$ cat config.mk
export PLATFORM = sky130hd
export DESIGN_NAME = bbs_rx_status_regs
export DESIGN_NICKNAME = d
export VERILOG_FILES = /design/src/rtl/bbs_pkg.sv /design/src/rtl/bbs_rx_status_regs.sv /design/src/rtl/bbs_hdr_capture.sv
export VERILOG_INCLUDE_DIRS = /design/src /design/src/rtl
export SDC_FILE = /design/constraint.sdc
export NUM_CORES = 1
export LEC_CHECK = 0
export BUFFER_PORTS_ARGS = -buffer_cell sky130_fd_sc_hd__buf_2
export CAP_MARGIN = 20
export CELL_PAD_IN_SITES_DETAIL_PLACEMENT = 0
export CELL_PAD_IN_SITES_GLOBAL_PLACEMENT = 1
export CORE_MARGIN = 2
export CORE_UTILIZATION = 34
export CTS_CLUSTER_DIAMETER = 30
export DETAILED_ROUTE_END_ITERATION = 10
export GPL_TIMING_DRIVEN = 0
export PLACE_DENSITY_LB_ADDON = 0.12
export SYNTH_ARGS = -nofsm -noshare
export SYNTH_HDL_FRONTEND = slang
export SYNTH_HIERARCHICAL = 1
export SYNTH_SLANG_ARGS = --single-unit
$ cat constraint.sdc
create_clock -name clk_sys -period 1.5 [get_ports clk_sys]
set_input_delay 0.075 -clock clk_sys [delete_from_list [all_inputs] [get_ports clk_sys]]
set_output_delay 0.075 -clock clk_sys [all_outputs]
set_load 0.05 [all_outputs]
$ cat src/rtl/bbs_regs.svh
// Register indices, field positions, reset values for the rx status bank.
// Assumes the includer maps each index to byte address index * 4.
`ifndef BBS_REGS_SVH
`define BBS_REGS_SVH

// ----------------------------------------
// Register indices (byte address = index * 4)
// ----------------------------------------
`define BBS_IDX_LOCK_WIN 8'h28
`define BBS_IDX_MUX_CTRL 8'h62
`define BBS_IDX_TX_PWR 8'h74
`define BBS_IDX_AGC_STATUS 8'h7C
`define BBS_IDX_SIG_STRENGTH 8'h7E
`define BBS_IDX_HDR_STATUS 8'h80

// ----------------------------------------
// Field positions
// ----------------------------------------
`define BBS_MUX_SEL_BIT 7
`define BBS_AGC_ENERGY_BIT 4
`define BBS_AGC_FRESH_BIT 3
`define BBS_GAIN_LOOP_LOCKED_BIT 2
`define BBS_AGC_RAIL_BIT 1
`define BBS_AGC_RFOUT_BIT 0
`define BBS_HDR_RATE_MSB 7
`define BBS_HDR_RATE_LSB 6
`define BBS_HDR_SFD_BIT 5
`define BBS_HDR_SHORT_BIT 4
`define BBS_HDR_SIGVALID_BIT 3
`define BBS_HDR_CRC_BIT 2
`define BBS_HDR_ANT_BIT 1
`define BBS_LOCK_HI_MSB 7
`define BBS_LOCK_HI_LSB 4
`define BBS_LOCK_LO_MSB 3
`define BBS_LOCK_LO_LSB 0

// ----------------------------------------
// Rate codes and reset values
// ----------------------------------------
`define BBS_RATE_1M 2'h0
`define BBS_RATE_2M 2'h1
`define BBS_RATE_5M5 2'h2
`define BBS_RATE_11M 2'h3
`define BBS_MUX_CTRL_RST 8'h00
`define BBS_LOCK_WIN_RST 8'hF0
`define BBS_BYTE_RST 8'h00
`define BBS_WORD_ZERO 32'h0000_0000

`endif

$ cat src/rtl/bbs_pkg.sv
// Types carried between the rx status bank and the modem datapath.
// Assumes all signals are synchronous to clk_sys.
package bbs_pkg;

   // ----------------------------------------
   // Gain loop inputs
   // ----------------------------------------
   typedef struct packed {
      logic energyOverThreshold;
      logic gainRailHalt;
      logic rfGainOutState;
      logic [6:0] agcLevel;
   } bbs_agc_in_t;

   // ----------------------------------------
   // Measurement inputs
   // ----------------------------------------
   typedef struct packed {
      logic txPowerUpdate;
      logic [7:0] txPower;
      logic [7:0] signalStrength;
   } bbs_meas_in_t;

   // ----------------------------------------
   // Header decoder events
   // ----------------------------------------
   typedef struct packed {
      logic rxStart;
      logic sfdFound;
      logic shortPreamble;
      logic sigFieldValid;
      logic [1:0] rateCode;
      logic crcPass;
      logic antennaSel;
   } bbs_hdr_ev_t;

   // ----------------------------------------
   // Captured header status
   // ----------------------------------------
   typedef struct packed {
      logic [1:0] rate;
      logic sfdFound;
      logic shortPreamble;
      logic sigValid;
      logic crcOk;
      logic antenna;
   } bbs_hdr_stat_t;

endpackage

$ cat src/rtl/bbs_rx_status_regs.sv
// Rx and gain status registers of the baseband, with writable mux and lock window, on classic Wishbone.
// Assumes a single-clock Wishbone master and datapath inputs on clk_sys.
//
// Design decision made here: the Wishbone interface to the registers.
`timescale 1ns/10ps
`include "bbs_regs.svh"

module bbs_rx_status_regs #(
   parameter int ADR_W = 10
) (
   input wire logic clk_sys,
   input wire logic srst,
   input wire logic cyc_i,
   input wire logic stb_i,
   input wire logic we_i,
   input wire logic [ADR_W-1:0] adr_i,
   input wire logic [3:0] sel_i,
   input wire logic [31:0] dat_i,
   output logic [31:0] dat_o,
   output logic ack_o,
   input wire bbs_pkg::bbs_agc_in_t agcIn,
   input wire bbs_pkg::bbs_meas_in_t measIn,
   input wire bbs_pkg::bbs_hdr_ev_t hdrEv,
   output logic gainLoopLocked
);

   // ----------------------------------------
   // Functions
   // ----------------------------------------
   // Picks the a or b value of a read-only field
   function automatic logic [7:0] setPick(
      input logic selA,
      input logic [7:0] valA,
      input logic [7:0] valB
   );
      setPick = selA ? valA : valB;
   endfunction

   // Level inside inclusive window of 4-bit coarse codes
   function automatic logic inWindow(
      input logic [6:0] level,
      input logic [7:0] win
   );
      logic [3:0] coarse;
      // Coarse codes keep both window bounds in one byte
      coarse = level[6:3];
      inWindow = (coarse >= win[`BBS_LOCK_LO_MSB:`BBS_LOCK_LO_LSB])
         && (coarse <= win[`BBS_LOCK_HI_MSB:`BBS_LOCK_HI_LSB]);
   endfunction

   // ----------------------------------------
   // Declarations
   // ----------------------------------------
   logic ack;
   logic [31:0] rdData;
   logic next_ack;
   logic [31:0] next_rdData;
   logic [7:0] muxCtrl;
   logic [7:0] lockWin;
   logic [7:0] next_muxCtrl;
   logic [7:0] next_lockWin;
   logic [7:0] txPwr;
   logic txFresh;
   logic [7:0] next_txPwr;
   logic next_txFresh;
   logic [7:0] sigStrength;
   logic [7:0] next_sigStrength;
   logic [7:0] agcStat;
   logic [7:0] next_agcStat;
   bbs_pkg::bbs_hdr_stat_t hdrStat;
   logic req;
   logic [7:0] idx;
   logic wbDone;
   logic wrLow;
   logic rdTxPwr;
   logic selA;
   logic [7:0] agcValA;
   logic [7:0] agcValB;
   logic [7:0] hdrValA;
   logic [7:0] hdrValB;
   logic [7:0] sigValA;
   logic [7:0] sigValB;
   logic [7:0] txValA;
   logic [7:0] txValB;

   // ----------------------------------------
   // Header capture
   // ----------------------------------------
   // Capture runs every edge; the read mux only picks its bits
   bbs_hdr_capture uCapture (
      .clk_sys(clk_sys),
      .srst(srst),
      .hdrEv(hdrEv),
      .hdrStat(hdrStat)
   );

   // ----------------------------------------
   // Bus decode
   // ----------------------------------------
   // Ack on the cycle after the strobe, dropped the next
   assign req = cyc_i && stb_i && !ack;
   assign idx = adr_i[9:2];

   // ----------------------------------------
   // Bus completion
   // ----------------------------------------
   // Side effects wait for the edge at which the master sees ack high,
   // so a write or a clearing read never lands before the cycle ends
   assign wbDone = cyc_i && stb_i && ack;
   // Byte lanes above the low one carry no register bits
   assign wrLow = wbDone && we_i && sel_i[0];
   assign rdTxPwr = wbDone && !we_i && (idx == `BBS_IDX_TX_PWR);

   // ----------------------------------------
   // Writable configuration
   // ----------------------------------------
   always_comb begin
      next_muxCtrl = muxCtrl;
      next_lockWin = lockWin;
      // Mux bits 6:0 are plain storage with no effect in this bank
      if (wrLow && (idx == `BBS_IDX_MUX_CTRL)) begin
         next_muxCtrl = dat_i[7:0];
      end
      if (wrLow && (idx == `BBS_IDX_LOCK_WIN)) begin
         next_lockWin = dat_i[7:0];
      end
   end

   always_ff @(posedge clk_sys) begin
      if (srst) begin
         muxCtrl <= `BBS_MUX_CTRL_RST;
         lockWin <= `BBS_LOCK_WIN_RST;
      end else begin
         muxCtrl <= next_muxCtrl;
         lockWin <= next_lockWin;
      end
   end

   // ----------------------------------------
   // Transmit power measurement
   // ----------------------------------------
   always_comb begin
      // A read returns the old flag; the clear lands as it completes
      next_txPwr = txPwr;
      next_txFresh = txFresh;
      if (rdTxPwr) begin
         next_txFresh = 1'b0;
      end
      // new value sets, wins over read
      if (measIn.txPowerUpdate) begin
         next_txPwr = measIn.txPower;
         next_txFresh = 1'b1;
      end
   end

   always_ff @(posedge clk_sys) begin
      if (srst) begin
         txPwr <= `BBS_BYTE_RST;
         txFresh <= 1'b0;
      end else begin
         txPwr <= next_txPwr;
         txFresh <= next_txFresh;
      end
   end

   // ----------------------------------------
   // Live status sampling
   // ----------------------------------------
   // One register stage so readback is glitch free
   always_comb begin
      next_agcStat = 8'h00;
      next_agcStat[`BBS_AGC_ENERGY_BIT] = agcIn.energyOverThreshold;
      // Next value, so the bit has no extra cycle of lag
      // freshness bit
      next_agcStat[`BBS_AGC_FRESH_BIT] = next_txFresh;
      next_agcStat[`BBS_GAIN_LOOP_LOCKED_BIT] = inWindow(agcIn.agcLevel, lockWin);
      next_agcStat[`BBS_AGC_RAIL_BIT] = agcIn.gainRailHalt;
      next_agcStat[`BBS_AGC_RFOUT_BIT] = agcIn.rfGainOutState;
      // Unsigned byte passed straight through
      // packet strength byte
      next_sigStrength = measIn.signalStrength;
   end

   always_ff @(posedge clk_sys) begin
      if (srst) begin
         agcStat <= `BBS_BYTE_RST;
         sigStrength <= `BBS_BYTE_RST;
      end else begin
         agcStat <= next_agcStat;
         sigStrength <= next_sigStrength;
      end
   end

   // Exported lock follows the registered bit, not the raw compare
   assign gainLoopLocked = agcStat[`BBS_GAIN_LOOP_LOCKED_BIT];

   // ----------------------------------------
   // Value sets
   // ----------------------------------------
   // Every field here is common to both sets, so a and b share sources
   assign selA = muxCtrl[`BBS_MUX_SEL_BIT];
   assign agcValA = agcStat;
   assign agcValB = agcStat;
   assign sigValA = sigStrength;
   assign sigValB = sigStrength;
   assign txValA = txPwr;
   assign txValB = txPwr;

   // ----------------------------------------
   // Header status byte
   // ----------------------------------------
   // Bit 0 stays zero; rate and antenna outlive a packet start
   always_comb begin
      hdrValA = 8'h00;
      hdrValA[`BBS_HDR_RATE_MSB:`BBS_HDR_RATE_LSB] = hdrStat.rate;
      hdrValA[`BBS_HDR_SFD_BIT] = hdrStat.sfdFound;
      hdrValA[`BBS_HDR_SHORT_BIT] = hdrStat.shortPreamble;
      hdrValA[`BBS_HDR_SIGVALID_BIT] = hdrStat.sigValid;
      hdrValA[`BBS_HDR_CRC_BIT] = hdrStat.crcOk;
      hdrValA[`BBS_HDR_ANT_BIT] = hdrStat.antenna;
      // Both sets show the same header fields
      hdrValB = hdrValA;
   end

   // ----------------------------------------
   // Read mux and acknowledge
   // ----------------------------------------
   always_comb begin
      next_ack = req;
      next_rdData = rdData;
      if (req) begin
         // Writes answer with zero data
         next_rdData = `BBS_WORD_ZERO;
         if (!we_i) begin
            unique case (idx)
               `BBS_IDX_MUX_CTRL: begin
                  next_rdData[7:0] = muxCtrl;
               end
               `BBS_IDX_LOCK_WIN: begin
                  next_rdData[7:0] = lockWin;
               end
               `BBS_IDX_TX_PWR: begin
                  next_rdData[7:0] = setPick(selA, txValA, txValB);
               end
               `BBS_IDX_AGC_STATUS: begin
                  next_rdData[7:0] = setPick(selA, agcValA, agcValB);
               end
               `BBS_IDX_SIG_STRENGTH: begin
                  next_rdData[7:0] = setPick(selA, sigValA, sigValB);
               end
               `BBS_IDX_HDR_STATUS: begin
                  next_rdData[7:0] = setPick(selA, hdrValA, hdrValB);
               end
               // Unmapped reads answer zero rather than stalling the bus
               default: begin
                  next_rdData = `BBS_WORD_ZERO;
               end
            endcase
         end
      end
   end

   always_ff @(posedge clk_sys) begin
      if (srst) begin
         ack <= 1'b0;
         rdData <= `BBS_WORD_ZERO;
      end else begin
         ack <= next_ack;
         rdData <= next_rdData;
      end
   end

   // ----------------------------------------
   // Outputs
   // ----------------------------------------
   // Both come straight from flops, so no decode glitch reaches the bus
   assign ack_o = ack;
   assign dat_o = rdData;

endmodule

$ cat src/rtl/bbs_hdr_capture.sv
// Captures per-packet header status from decoder event pulses.
// Assumes event pulses are one clk_sys cycle wide.
`timescale 1ns/10ps
`include "bbs_regs.svh"

module bbs_hdr_capture (
   input wire logic clk_sys,
   input wire logic srst,
   input wire bbs_pkg::bbs_hdr_ev_t hdrEv,
   output bbs_pkg::bbs_hdr_stat_t hdrStat
);

   bbs_pkg::bbs_hdr_stat_t stat;
   bbs_pkg::bbs_hdr_stat_t next_stat;

   // ----------------------------------------
   // Next state
   // ----------------------------------------
   always_comb begin
      next_stat = stat;
      // Packet start clears flags; a same-cycle event still sets
      if (hdrEv.rxStart) begin
         next_stat.sfdFound = 1'b0;
         next_stat.shortPreamble = 1'b0;
         next_stat.sigValid = 1'b0;
         next_stat.crcOk = 1'b0;
      end
      if (hdrEv.sfdFound) begin
         next_stat.sfdFound = 1'b1;
         next_stat.shortPreamble = hdrEv.shortPreamble;
      end
      if (hdrEv.sigFieldValid) begin
         next_stat.sigValid = 1'b1;
         next_stat.rate = hdrEv.rateCode;
      end
      if (hdrEv.crcPass) begin
         next_stat.crcOk = 1'b1;
         next_stat.antenna = hdrEv.antennaSel;
      end
   end

   // ----------------------------------------
   // Registers
   // ----------------------------------------
   always_ff @(posedge clk_sys) begin
      if (srst) begin
         stat <= '0;
      end else begin
         stat <= next_stat;
      end
   end

   assign hdrStat = stat;

endmodule

==> results of run 1 <==
-- worst min path at each step --
stage | start | endpoint | cells past startpoint | slack, ns
floorplan | srst | uCapture/hdrStat[1]$_SDFFE_PP0P_ | 1 | 0.14
global placement | measIn[6] | sigStrength[6]$_SDFF_PP0_ | 2 | 0.29
detailed placement | measIn[5] | sigStrength[5]$_SDFF_PP0_ | 2 | 0.29
CTS | agcIn[7] | agcStat[0]$_SDFF_PP0_ | 2 | 0.002
global route | measIn[10] | txPwr[2]$_SDFFE_PP0P_ | 3 | 0.01
finish | agcIn[7] | agcStat[0]$_SDFF_PP0_ | 2 | -0.004
-- power groups by stage --
| stage | logic [mW] | clock network (mW) | registers, mW |
|---|---|---|---|
| floorplan | 0.328 | 0 | 1.52 |
| global placement | 0.490 | 0 | 1.51 |
| detailed placement | 0.492 | 0 | 1.51 |
| CTS | 0.524 | 1.01 | 1.48 |
| global route | 0.569 | 1.05 | 1.48 |
| finish | 0.527 | 0.968 | 1.47 |
-- layout by cell type (no fill, tap or decap), drive strengths merged, types with 2 or more instances in the layout --
| cell | count |
|---|---|
| a32oi | 2 |
| and3 | 2 |
| o2bb2ai | 3 |
| dfxtp | 53 |
| mux2i | 23 |
| a221o | 3 |
| nor3b | 2 |
| mux2 | 3 |
| clkbuf | 12 |
| a21oi | 16 |
| o211ai | 3 |
| and2 | 3 |
| nor2 | 37 |
| nand2 | 9 |
| dlygate4sd3 | 15 |
| nor2b | 14 |
| inv | 12 |
| ha | 8 |
| nand2b | 4 |
| a22o | 8 |
| nand4 | 2 |
| conb | 24 |
| buf | 95 |
| a21o | 2 |
| a221oi | 2 |
| a22oi | 9 |
| o21ai | 7 |
-- area by class of cell --
type	count	area, µm²
inverters	12	45.0
clock inverters	2	38.8
clock buffers	6	72.6
well taps	102	128
plain buffers	36	255
flip-flops and latches	53	1070
fillers	784	4140
repair buffers	80	495
multi-input cells	200	1400
-- layer usage --
metal / global-route usage, % / wire length [µm] / up-vias
li1: - / - / 1148
met4: 4.85 / 72 / 0
met5: 0 / 0 / -
met1: 21.6 / 3240 / 979
met3: 2.47 / 288 / 5
met2: 26.0 / 2950 / 62
-- flip-flops by register name (all words and copies together), names as in the netlist --
signal / flops
dat_o: 8
sigStrength: 8
muxCtrl: 8
uCapture/hdrStat: 7
txPwr: 8
agcStat: 5
lockWin: 8
ack_o: 1
-- cell families (layout without fill, tap and decap cells) --
family,Yosys count,count (layout)
AND/OR/NAND/NOR,82,82
AO/OA/AOI/OAI,60,60
flip-flops,53,53
buffers and inverters,48,136
multiplexers,26,26
adder cells (fa/ha/maj),8,8
other,1,24
-- cells in the mapped netlist (3+ instances only) --
cell type | instances | share of area (%)
nand2_1 | 9 | 1.3
and2_1 | 3 | 0.71
o2bb2ai_1 | 3 | 0.99
mux2i_1 | 23 | 8.7
a21oi_1 | 16 | 3.0
buf_4 | 27 | 7.7
o211ai_1 | 3 | 0.85
nor2_1 | 34 | 4.8
ha_1 | 8 | 3.8
dfxtp_1 | 53 | 40
a221o_1 | 3 | 1.1
clkbuf_1 | 6 | 0.85
nor2b_1 | 14 | 3.3
o21ai_0 | 6 | 1.1
a22oi_1 | 9 | 2.6
nand2b_1 | 4 | 0.95
mux2_2 | 3 | 1.3
inv_1 | 12 | 1.7
a22o_1 | 8 | 2.6
-- metrics by stage --
step	setup WS, ns	power (mW)	area (µm²)
after CTS	0.0451	3.00	3440
after floorplan	0.0762	1.85	2740
after global placement	-0.236	2.00	3180
final	0.0847	2.97	3510
after global routing	0.00291	3.10	3510
after detailed placement	-0.215	2.00	3180
-- critical path, delay by kind of cell, from the launching register on --
kind | cells | cell delay, ns
fa+ha+maj | 1 | 0.26
simple gates | 2 | 0.19
compound gates | 3 | 0.47
flops | 1 | 0.36
-- what timing repair did --
action | CTS | global route
endpoints found under the setup margin | 8 | 12
endpoints found under the hold margin | 15 | 0
pin swaps | 0 | 3
resized for setup | 2 | 7
hold buffers | 15 | 0
gates cloned | 0 | 0
setup buffers | 0 | 3
==> impl_results.md, run 1 <==
- CTS buffer count: 5
- Pleak: ~1.6 nW
- Setup slack on the worst flop-to-flop path: roughly 0.085 ns
- Biggest cell delay along the critical path: 0.36 ns
- Skew-Pair Late Insertion Delay: about 0.31 ns
- Post-layout minimum cycle time: 1.42 ns
- First-pass GRT wire length: 10500 µm
- Cell breakdown of the critical path: ha_1, nand2b_1, a21o_1, a21o_1, a21oi_2, nor3_2
- Launch point of the critical path: lockWin[0]$_SDFFE_PP0P_
- IO Count: 120
- Portion of the clock cycle consumed by the worst path in the final layout: 94.4%
- Final Wtd Congestion: 0.770
- Setup Viol. Count Final: 0
- Terminus of the critical flop-to-flop path: agcStat[2]$_SDFF_PP0_
- Post-route non-filler standard cell count: 491
- Signal arrival time at the worst endpoint: 1.58 ns
- Maximum fanout along the worst path: 2
- Worst Hold Margin: -0.00356 ns
- Number of global-route vias before repair: 2161
- Fraction of the core area covered by cells at the end of the flow: 45.8%
- Max-slew violation total from the final report: 0
- Worst R2R Path Depth: 6
- Maximum clock insertion buffer count: 2
- Pin count of the biggest net entering global routing: 17
- Die footprint: 8510 µm²
- DR vias: around 2200
- Sinks on Clock Net: 53
- Depth of the CTS H-tree: 2
- Power density normalized to cell area: 846 nW/µm²
- Switching Share: a little over a quarter
- Number of enable flip-flop cells after synthesis: 0
- Final worst clock skew: 0.0103 ns
- DR WL/cell: ~13 µm
- Setup repair after global routing missed its margin: no
- Syn Std Cell Area: 2650 µm²
- Portion of netlist area occupied by mux cells: around a tenth
- Cell at the root of the clock tree: clkbuf_8
- CP dominant cell by count: a21o_1
- Element type at the critical path end: register
- Max Freq: approximately 710 MHz
- Flop pwr share: around half
- Port Buffers: 62
- HPWL after detailed placement: 5040 µm
- Iteration count of the initial detailed-routing pass: 4
- GRT Total Usage: 15.9%
- Asr flop ratio synth: 0%
- Starting DRT DRC Count: 71
- Reg-to-reg startpoint: lockWin[0]$_SDFFE_PP0P_
- Hold violation total from the final report: 1
- Antenna Violating Nets Remaining: 0
- Worst Setup Path Type: register to register
- Yosys cell types: 47
- Main combinational cell family by area after synthesis: simple AND/OR/NAND/NOR gates
- Signed area change from the synthesized netlist to the final layout: 32.4%
- Post-synthesis share of cell area spent on xor and xnor gates: 0%
- Fraction of layout cells with a size suffix above 1: 30.6%
- Post-Synth Adder-Cell Area: 3.78%
- Path type of the worst min-delay path: input port to register
- Synth Warn #: 6
- CP max stage cell: dfxtp_4
- FP Rows: 32
- Clock transition time at the flip-flop clock pins of the worst setup and hold paths: 0.09 ns
- Internal power of the cells: about 2.2 mW
- Remaining Overflow, GRT: 0
- Number of antenna violations at the first check in global routing: 0
- Via count normalized by instance count: 4.47
- Part of the total power dissipated in combinational logic: around 18%
- Worst-Margin Slew: 0.752 ns
- Effective utilization at floorplan: 34.6%
- Critical Path RT: 1.67 ns
- Overall routed net length: 6550 µm
- Setup crit end: agcStat[2]$_SDFF_PP0_
- TritonCTS clock tree: yes
- Total of max-cap violations: 0
- Failing checks: negative hold slack
- Dominant synthesized flop cell: dfxtp_1
- Nature of the critical path startpoint: register
- Complex-gate fraction of the synthesized area: 17.1%
- Relative slew slack: 49.9%
- Final net count: approximately 480
- DRC violation count after routing: 0
- Antenna Diode Count: 0
- DIE HEIGHT: 92.2 µm
- Placeable Area: 7650 µm²
- Die W: 92.2 µm
- Share of total power in the clock network: 32.6%
- Avg Synthesized Cell Area: 9.52 µm²
- Status: finished with violations
- Portion of the post-synthesis area used by sequential elements: approximately two fifths
- Cell count after synthesis: 278
- Sum Neg Setup Slack: 0 ns
- Worst-case vdd ir drop: 0.356 mV
- Cells after DPL: 465
- Net Sw Power: between 800 and 900 µW
- Fraction of the mapped netlist area in simple logic gates: 17.8%
- Flops & latches, synth: 53
Note: power is estimated with default switching activity, not from simulation.
==> inputs of run 2 (changes only) <==
--- a/constraint.sdc
+++ b/constraint.sdc
@@ -3,2 +3,2 @@
 set_output_delay 0.075 -clock clk_sys [all_outputs]
-set_load 0.05 [all_outputs]
+set_load 0.1 [all_outputs]
==> impl_results.md, run 2 (synthesis gave the netlist of run 1 again) <==
- Status: finished with violations
- Failing checks: negative hold slack
- Placeable Area: 7650 µm² (unchanged)
- Final worst clock skew: 0.00862 ns (-0.00167 ns)
- Critical Path RT: 1.67 ns (about the same)
- Die footprint: 8510 µm² (unchanged)
- Hold violation total from the final report: 1 (unchanged)
- Skew-Pair Late Insertion Delay: 0.31 ns (about the same)
- IO Count: 120 (unchanged)
- Total power of the final layout: 3.02 mW (+1.9%)
- Number of antenna violations at the first check in global routing: 0 (unchanged)
- DR WL/cell: 13.3 µm (-0.66%)
- Reg-to-reg startpoint: lockWin[0]$_SDFFE_PP0P_
- Port Buffers: 62 (unchanged)
- GRT Total Usage: 15.7% (-0.22 points)
- Highest-count cells in the layout ignoring fill and taps: buf_2 (62), dfxtp_1 (50), nor2_1 (34)
- Worst-case vdd ir drop: 0.380 mV (+6.7%)
- Number of global-route vias before repair: 2075 (-4.0%)
- Iteration count of the initial detailed-routing pass: 4 (unchanged)
- Portion of the clock cycle consumed by the worst path in the final layout: 94.5% (+0.16 points)
- Pin count of the biggest net entering global routing: 16 (-1)
- Setup Viol. Count Final: 0 (unchanged)
- Setup repair after global routing missed its margin: no
- Fill cell instance count of the final layout: 765 (-2.4%)
- Total of max-cap violations: 0 (unchanged)
- First-pass GRT wire length: 10300 µm (-1.6%)
- Most common library cell in the layout ignoring fill and taps: buf_2
- Final net count: 480 (-0.41%)
- CP Depth: 6 (unchanged)
- Setup slack on the worst flop-to-flop path: 0.08 ns (about the same)
- Cell class contributing the biggest share of worst-path delay: compound AO/OA/AOI/OAI gates
- Antenna Diode Count: 0 (unchanged)
- Depth of the CTS H-tree: 2 (unchanged)
- Max-slew violation total from the final report: 0 (unchanged)
- Fraction of layout cells with a size suffix above 1: 31.5% (+0.93 points)
- Element type at the critical path end: register
- Relative slew slack: 55.5% (+5.6 points)
- Worst R2R Path Depth: 6 (unchanged)
- Signed area change from the synthesized netlist to the final layout: 30.4%
- CP max stage cell: dfxtp_2
- Clock transition time at the flip-flop clock pins of the worst setup and hold paths: 0.10 ns (about the same)
- Sinks on Clock Net: 53 (unchanged)
- DR vias: 2206 (+0.55%)
- Nature of the critical path startpoint: register
- HPWL after detailed placement: 5030 µm (-0.16%)
- Terminus of the critical flop-to-flop path: agcStat[2]$_SDFF_PP0_
- CP dominant cell by count: a21o_1
- CP Buf/Inv Count: 0 (unchanged)
- Antenna Violating Nets Remaining: 0 (unchanged)
- FF+latch area: 1070 µm² (-0.12%)
- Effective utilization at floorplan: 34.6% (unchanged)
- Die W: 92.2 µm (unchanged)
- Worst Setup Path Type: register to register
- Final Wtd Congestion: 0.807 (+4.8%)
- Starting DRT DRC Count: 91 (+28%)
- Setup crit end: agcStat[2]$_SDFF_PP0_
- Cell at the root of the clock tree: clkbuf_8
- Remaining Overflow, GRT: 0 (unchanged)
- TritonCTS clock tree: yes
- Max Freq: 705 MHz (-0.17%)
- Via count normalized by instance count: 4.51 (+0.96%)
- Signal arrival time at the worst endpoint: 1.58 ns (about the same)
- Area taken by multi-input logic gates: 1400 µm² (-0.27%)
- Power density normalized to cell area: 876 nW/µm² (+3.5%)
- Maximum clock insertion buffer count: 2 (unchanged)
- CTS buffer count: 5 (unchanged)
- FP Rows: 32 (unchanged)
- Maximum fanout along the worst path: 3 (+1)
- Biggest cell delay along the critical path: 0.35 ns (about the same)
- DRC violation count after routing: 0 (unchanged)
- Cell breakdown of the critical path: ha_1, nand2b_1, a21o_1, a21o_1, a21oi_1, nor3_1
- Overall routed net length: 6480 µm (-1.1%)
- Pleak: 1.54 nW (-0.87%)
- DIE HEIGHT: 92.2 µm (unchanged)
- Post-layout minimum cycle time: 1.42 ns (+0.00234 ns)
- Fraction of the core area covered by cells at the end of the flow: 45.2% (-0.69 points)
- Path type of the worst min-delay path: input port to register
- Launch point of the critical path: lockWin[0]$_SDFFE_PP0P_
- Worst Hold Margin: -0.000980 ns (+0.00258 ns)
- Worst-Margin Slew: 0.668 ns (-0.0836 ns)
-- run 2: cell count changes in the layout (fill, tap and decap cells not counted), moves of 2 or more --
| cell | change |
|---|---|
| dfxtp_2 | +2 |
| buf_4 | +3 |
| clkbuf_8 | +2 |
| dlygate4sd3_1 | -4 |
-- run 2: worst min-delay path by stage --
stage,startpoint,endpoint,slack (ns),depth (start not counted)
global placement,measIn[2],sigStrength[2]$_SDFF_PP0_,0.28,2
detailed placement,measIn[4],sigStrength[4]$_SDFF_PP0_,0.29,2
finish,hdrEv[0],uCapture/hdrStat[0]$_SDFFE_PP0P_,-0.001,3
CTS,measIn[9],txPwr[1]$_SDFFE_PP0P_,0.005,3
global route,dat_i[4],lockWin[4]$_SDFFE_PP1P_,0.0006,2
floorplan,srst,uCapture/hdrStat[1]$_SDFFE_PP0P_,0.14,1
-- run 2: layout make-up --
type                            count  share of cell area (%)
Buffer                             36                    7.39
Clock buffer                        7                    2.79
Clock inverter                      1                   0.145
Inverter                           12                    1.30
Timing Repair Buffer               78                    13.3
Tap cell                          102                    3.70
Sequential cell                    53                    30.9
Multi-Input combinational cell    200                    40.5
-- run 2: power breakdown --
group / internal [mW] / leakage [nW] / switching (mW)
Sequential: 1.45 / 0.436 / 0.0208
Clock: 0.418 / 0.0542 / 0.462
Combinational: 0.198 / 1.05 / 0.472
Total: 2.07 / 1.54 / 0.954
-- run 2: tightest hold or removal path: stages --
cell	delay [ns]
buf_2	0.07
mux2i_1	0.05
nor2_1	0.07
-- run 2: timing repair --
| item | 4_1_cts | 5_1_grt |
|---|---|---|
| setup buffers | 0 | 5 |
| hold endpoints to repair | 11 | 0 |
| hold buffers | 11 | 0 |
| gates resized for setup | 0 | 1 |
| setup endpoints to repair | 0 | 5 |
-- run 2: per-stage QoR --
stage | TNS, ns | cells | worst slack [ns] | cell area [µm²] | hold WS (ns)
after global placement | -2.09 | 465 | -0.228 | 3200 | 0.283
after detailed placement | -2.54 | 465 | -0.246 | 3200 | 0.287
final | 0 | 489 | 0.0824 | 3450 | -0.000980
after global routing | 0 | 489 | 0.0194 | 3450 | 0.000579
after floorplan | 0 | 301 | 0.0121 | 2770 | 0.144
after CTS | 0 | 484 | 0.0230 | 3410 | 0.00463
-- run 2: routing by layer --
layer  routed length, µm  part of all wire (%)  global-route usage, %
met1                3190                    49                   22.1
met2                2890                    45                   24.5
met3                 331                   5.1                   2.96
met4                  71                   1.1                   4.48
met5                   0                     0                      0
==> inputs of run 3 (changes only) <==
--- a/config.mk
+++ b/config.mk
@@ -18,2 +18,3 @@
 export PLACE_DENSITY_LB_ADDON = 0.12
+export SETUP_SLACK_MARGIN = 0.1
 export SYNTH_ARGS = -nofsm -noshare
==> constraint.sdc (replaced) <==
create_clock -name clk_sys -period 1.5 [get_ports clk_sys]
set_input_delay 0.15 -clock clk_sys [delete_from_list [all_inputs] [get_ports clk_sys]]
set_output_delay 0.15 -clock clk_sys [all_outputs]
set_load 0.1 [all_outputs]
==> impl_results.md, run 3 (synthesis gave the netlist of run 1 again) <==
- Relative slew slack: 51.9% (-3.6 points)
- Status: complete, no violations
- Final Wtd Congestion: 0.749 (-7.1%)
- Number of antenna violations at the first check in global routing: 0 (unchanged)
- Power density normalized to cell area: 912 nW/µm² (+4.1%)
- Pin count of the biggest net entering global routing: 17 (+1)
- Antenna Violating Nets Remaining: 0 (unchanged)
- Die footprint: 8510 µm² (unchanged)
- Biggest cell delay along the critical path: 0.32 ns (-0.03 ns)
- Skew-Pair Late Insertion Delay: 0.32 ns (about the same)
- Count of hold-fix buffers inserted at cts: 0 (-11)
- Final net count: 475 (-1.0%)
- Starting DRT DRC Count: 84 (-7.7%)
- Overall routed net length: 6630 µm (+2.2%)
- Critical Path RT: 1.75 ns (+0.08 ns)
- DIE HEIGHT: 92.2 µm (unchanged)
- Signed area change from the synthesized netlist to the final layout: 31.7%
- Most common library cell in the layout ignoring fill and taps: buf_2
- Cell at the root of the clock tree: clkbuf_8
- Effective utilization at floorplan: 34.6% (unchanged)
- TritonCTS clock tree: yes
- Placeable Area: 7650 µm² (unchanged)
- FF+latch area: 1070 µm² (+0.24%)
- Max-slew violation total from the final report: 0 (unchanged)
- Iteration count of the initial detailed-routing pass: 4 (unchanged)
- Port Buffers: 62 (unchanged)
- DR WL/cell: 13.7 µm (+3.3%)
- CP max stage cell: a2111oi_4
- Path type of the worst min-delay path: input port to register
- GRT Total Usage: 15.9% (+0.22 points)
- Maximum clock insertion buffer count: 2 (unchanged)
- Clock transition time at the flip-flop clock pins of the worst setup and hold paths: 0.10 ns (about the same)
- First-pass GRT wire length: 10500 µm (+1.1%)
- Cell breakdown of the critical path: buf_12, nor4b_4, and3_4, buf_6, o21ba_4, a2111oi_4, buf_4, a22o_1
- Post-layout minimum cycle time: 1.36 ns (-0.0610 ns)
- DRC violation count after routing: 0 (unchanged)
- Portion of the clock cycle consumed by the worst path in the final layout: 90.4% (-4.1 points)
- Number of global-route vias before repair: 2049 (-1.3%)
- Antenna Diode Count: 0 (unchanged)
- Fraction of the core area covered by cells at the end of the flow: 45.6% (+0.44 points)
- Signal arrival time at the worst endpoint: 1.61 ns (+0.03 ns)
- Sum Neg Setup Slack: 0 ns (unchanged)
- Final worst clock skew: 0.0136 ns (+0.00499 ns)
- Nature of the critical path startpoint: input port
- Highest-count cells in the layout ignoring fill and taps: buf_2 (60), dfxtp_1 (48), buf_4 (36)
- Setup repair after global routing missed its margin: yes
- Depth of the CTS H-tree: 2 (unchanged)
- Via count normalized by instance count: 4.49 (-0.57%)
- Total of max-cap violations: 0 (unchanged)
- Fill cell instance count of the final layout: 781 (+2.1%)
- Area taken by multi-input logic gates: 1450 µm² (+3.4%)
- Worst Setup Path Type: input port to register
- Pleak: 1.55 nW (+0.78%)
- Worst Hold Margin: 0.0353 ns (+0.0363 ns)
- Hold violation total from the final report: 0 (-1)
- FP Rows: 32 (unchanged)
- Fraction of layout cells with a size suffix above 1: 35.9% (+4.3 points)
- IO Count: 120 (unchanged)
- Worst-case vdd ir drop: 0.398 mV (+4.8%)
- Sinks on Clock Net: 53 (unchanged)
- DR vias: 2171 (-1.6%)
- CTS buffer count: 5 (unchanged)
- HPWL after detailed placement: 5060 µm (+0.66%)
- Total cell area at the placement stage: 3220 µm² (+0.55%)
- Max Freq: 737 MHz (+4.5%)
- Maximum fanout along the worst path: 5 (+2)
- Setup Viol. Count Final: 0 (unchanged)
- Finished layout cell area: 3490 µm² (+0.98%)
- Remaining Overflow, GRT: 0 (unchanged)
- Element type at the critical path end: register
- Die W: 92.2 µm (unchanged)
- Worst-Margin Slew: 0.721 ns (+0.0533 ns)
[run 3: layer usage]
layer	global-route usage (%)	share of wire [%]
met3	3.78	5.5
met2	24.9	44
met4	3.36	0.80
met5	0	0
met1	22.3	50
[run 3: path summary, 6_finish.rpt]
path | from | end | slack [ns] | cells after the start
worst max-delay path | adr_i[8] | dat_o[5]$_SDFFE_PP0P_ | 0.14 | 8
worst min-delay path | measIn[4] | sigStrength[4]$_SDFF_PP0_ | 0.04 | 2
worst max register to register | lockWin[0]$_SDFFE_PP0P_ | agcStat[2]$_SDFF_PP0_ | 0.15 | 6
worst min register to register | uCapture/hdrStat[1]$_SDFFE_PP0P_ | uCapture/hdrStat[1]$_SDFFE_PP0P_ | 0.48 | 2
[run 3: final cells by class]
| cell class | instances | area share (%) |
|---|---|---|
| tap | 102 | 3.66 |
| timing repair buffer | 73 | 11.9 |
| clock buffer | 6 | 2.37 |
| inverter | 12 | 1.29 |
| buffer | 36 | 7.57 |
| clock inverter | 2 | 1.08 |
| sequential | 53 | 30.7 |
| multi-input combinational | 200 | 41.5 |
[run 3: worst max-delay path, delay by kind of cell]
kind / cells / cell delay, ns
AND/OR/NAND/NOR: 2 / 0.46
AO/OA/AOI/OAI: 3 / 0.60
buffers and inverters: 3 / 0.39
[run 3: repair_timing]
item,in CTS,in global routing
pin swaps,5,10
setup buffers,6,5
resized for setup,4,15
setup endpoints to repair,7,9
[run 3: report_power, final]
group          internal [mW]  switching, mW  leakage (nW)  total (mW)
Combinational          0.198          0.476          1.06       0.674
Sequential              1.45         0.0219         0.436        1.48
Clock                  0.543          0.487        0.0574        1.03
[run 3: metrics by stage]
step                      total power, mW  std cells  worst slack, ns
final                                3.18        484            0.143
after global routing                 3.32        484           0.0863
after CTS                            3.19        479           0.0891
after detailed placement             2.16        465           -0.291
after global placement               2.16        465           -0.293
after floorplan                      2.01        301           0.0260
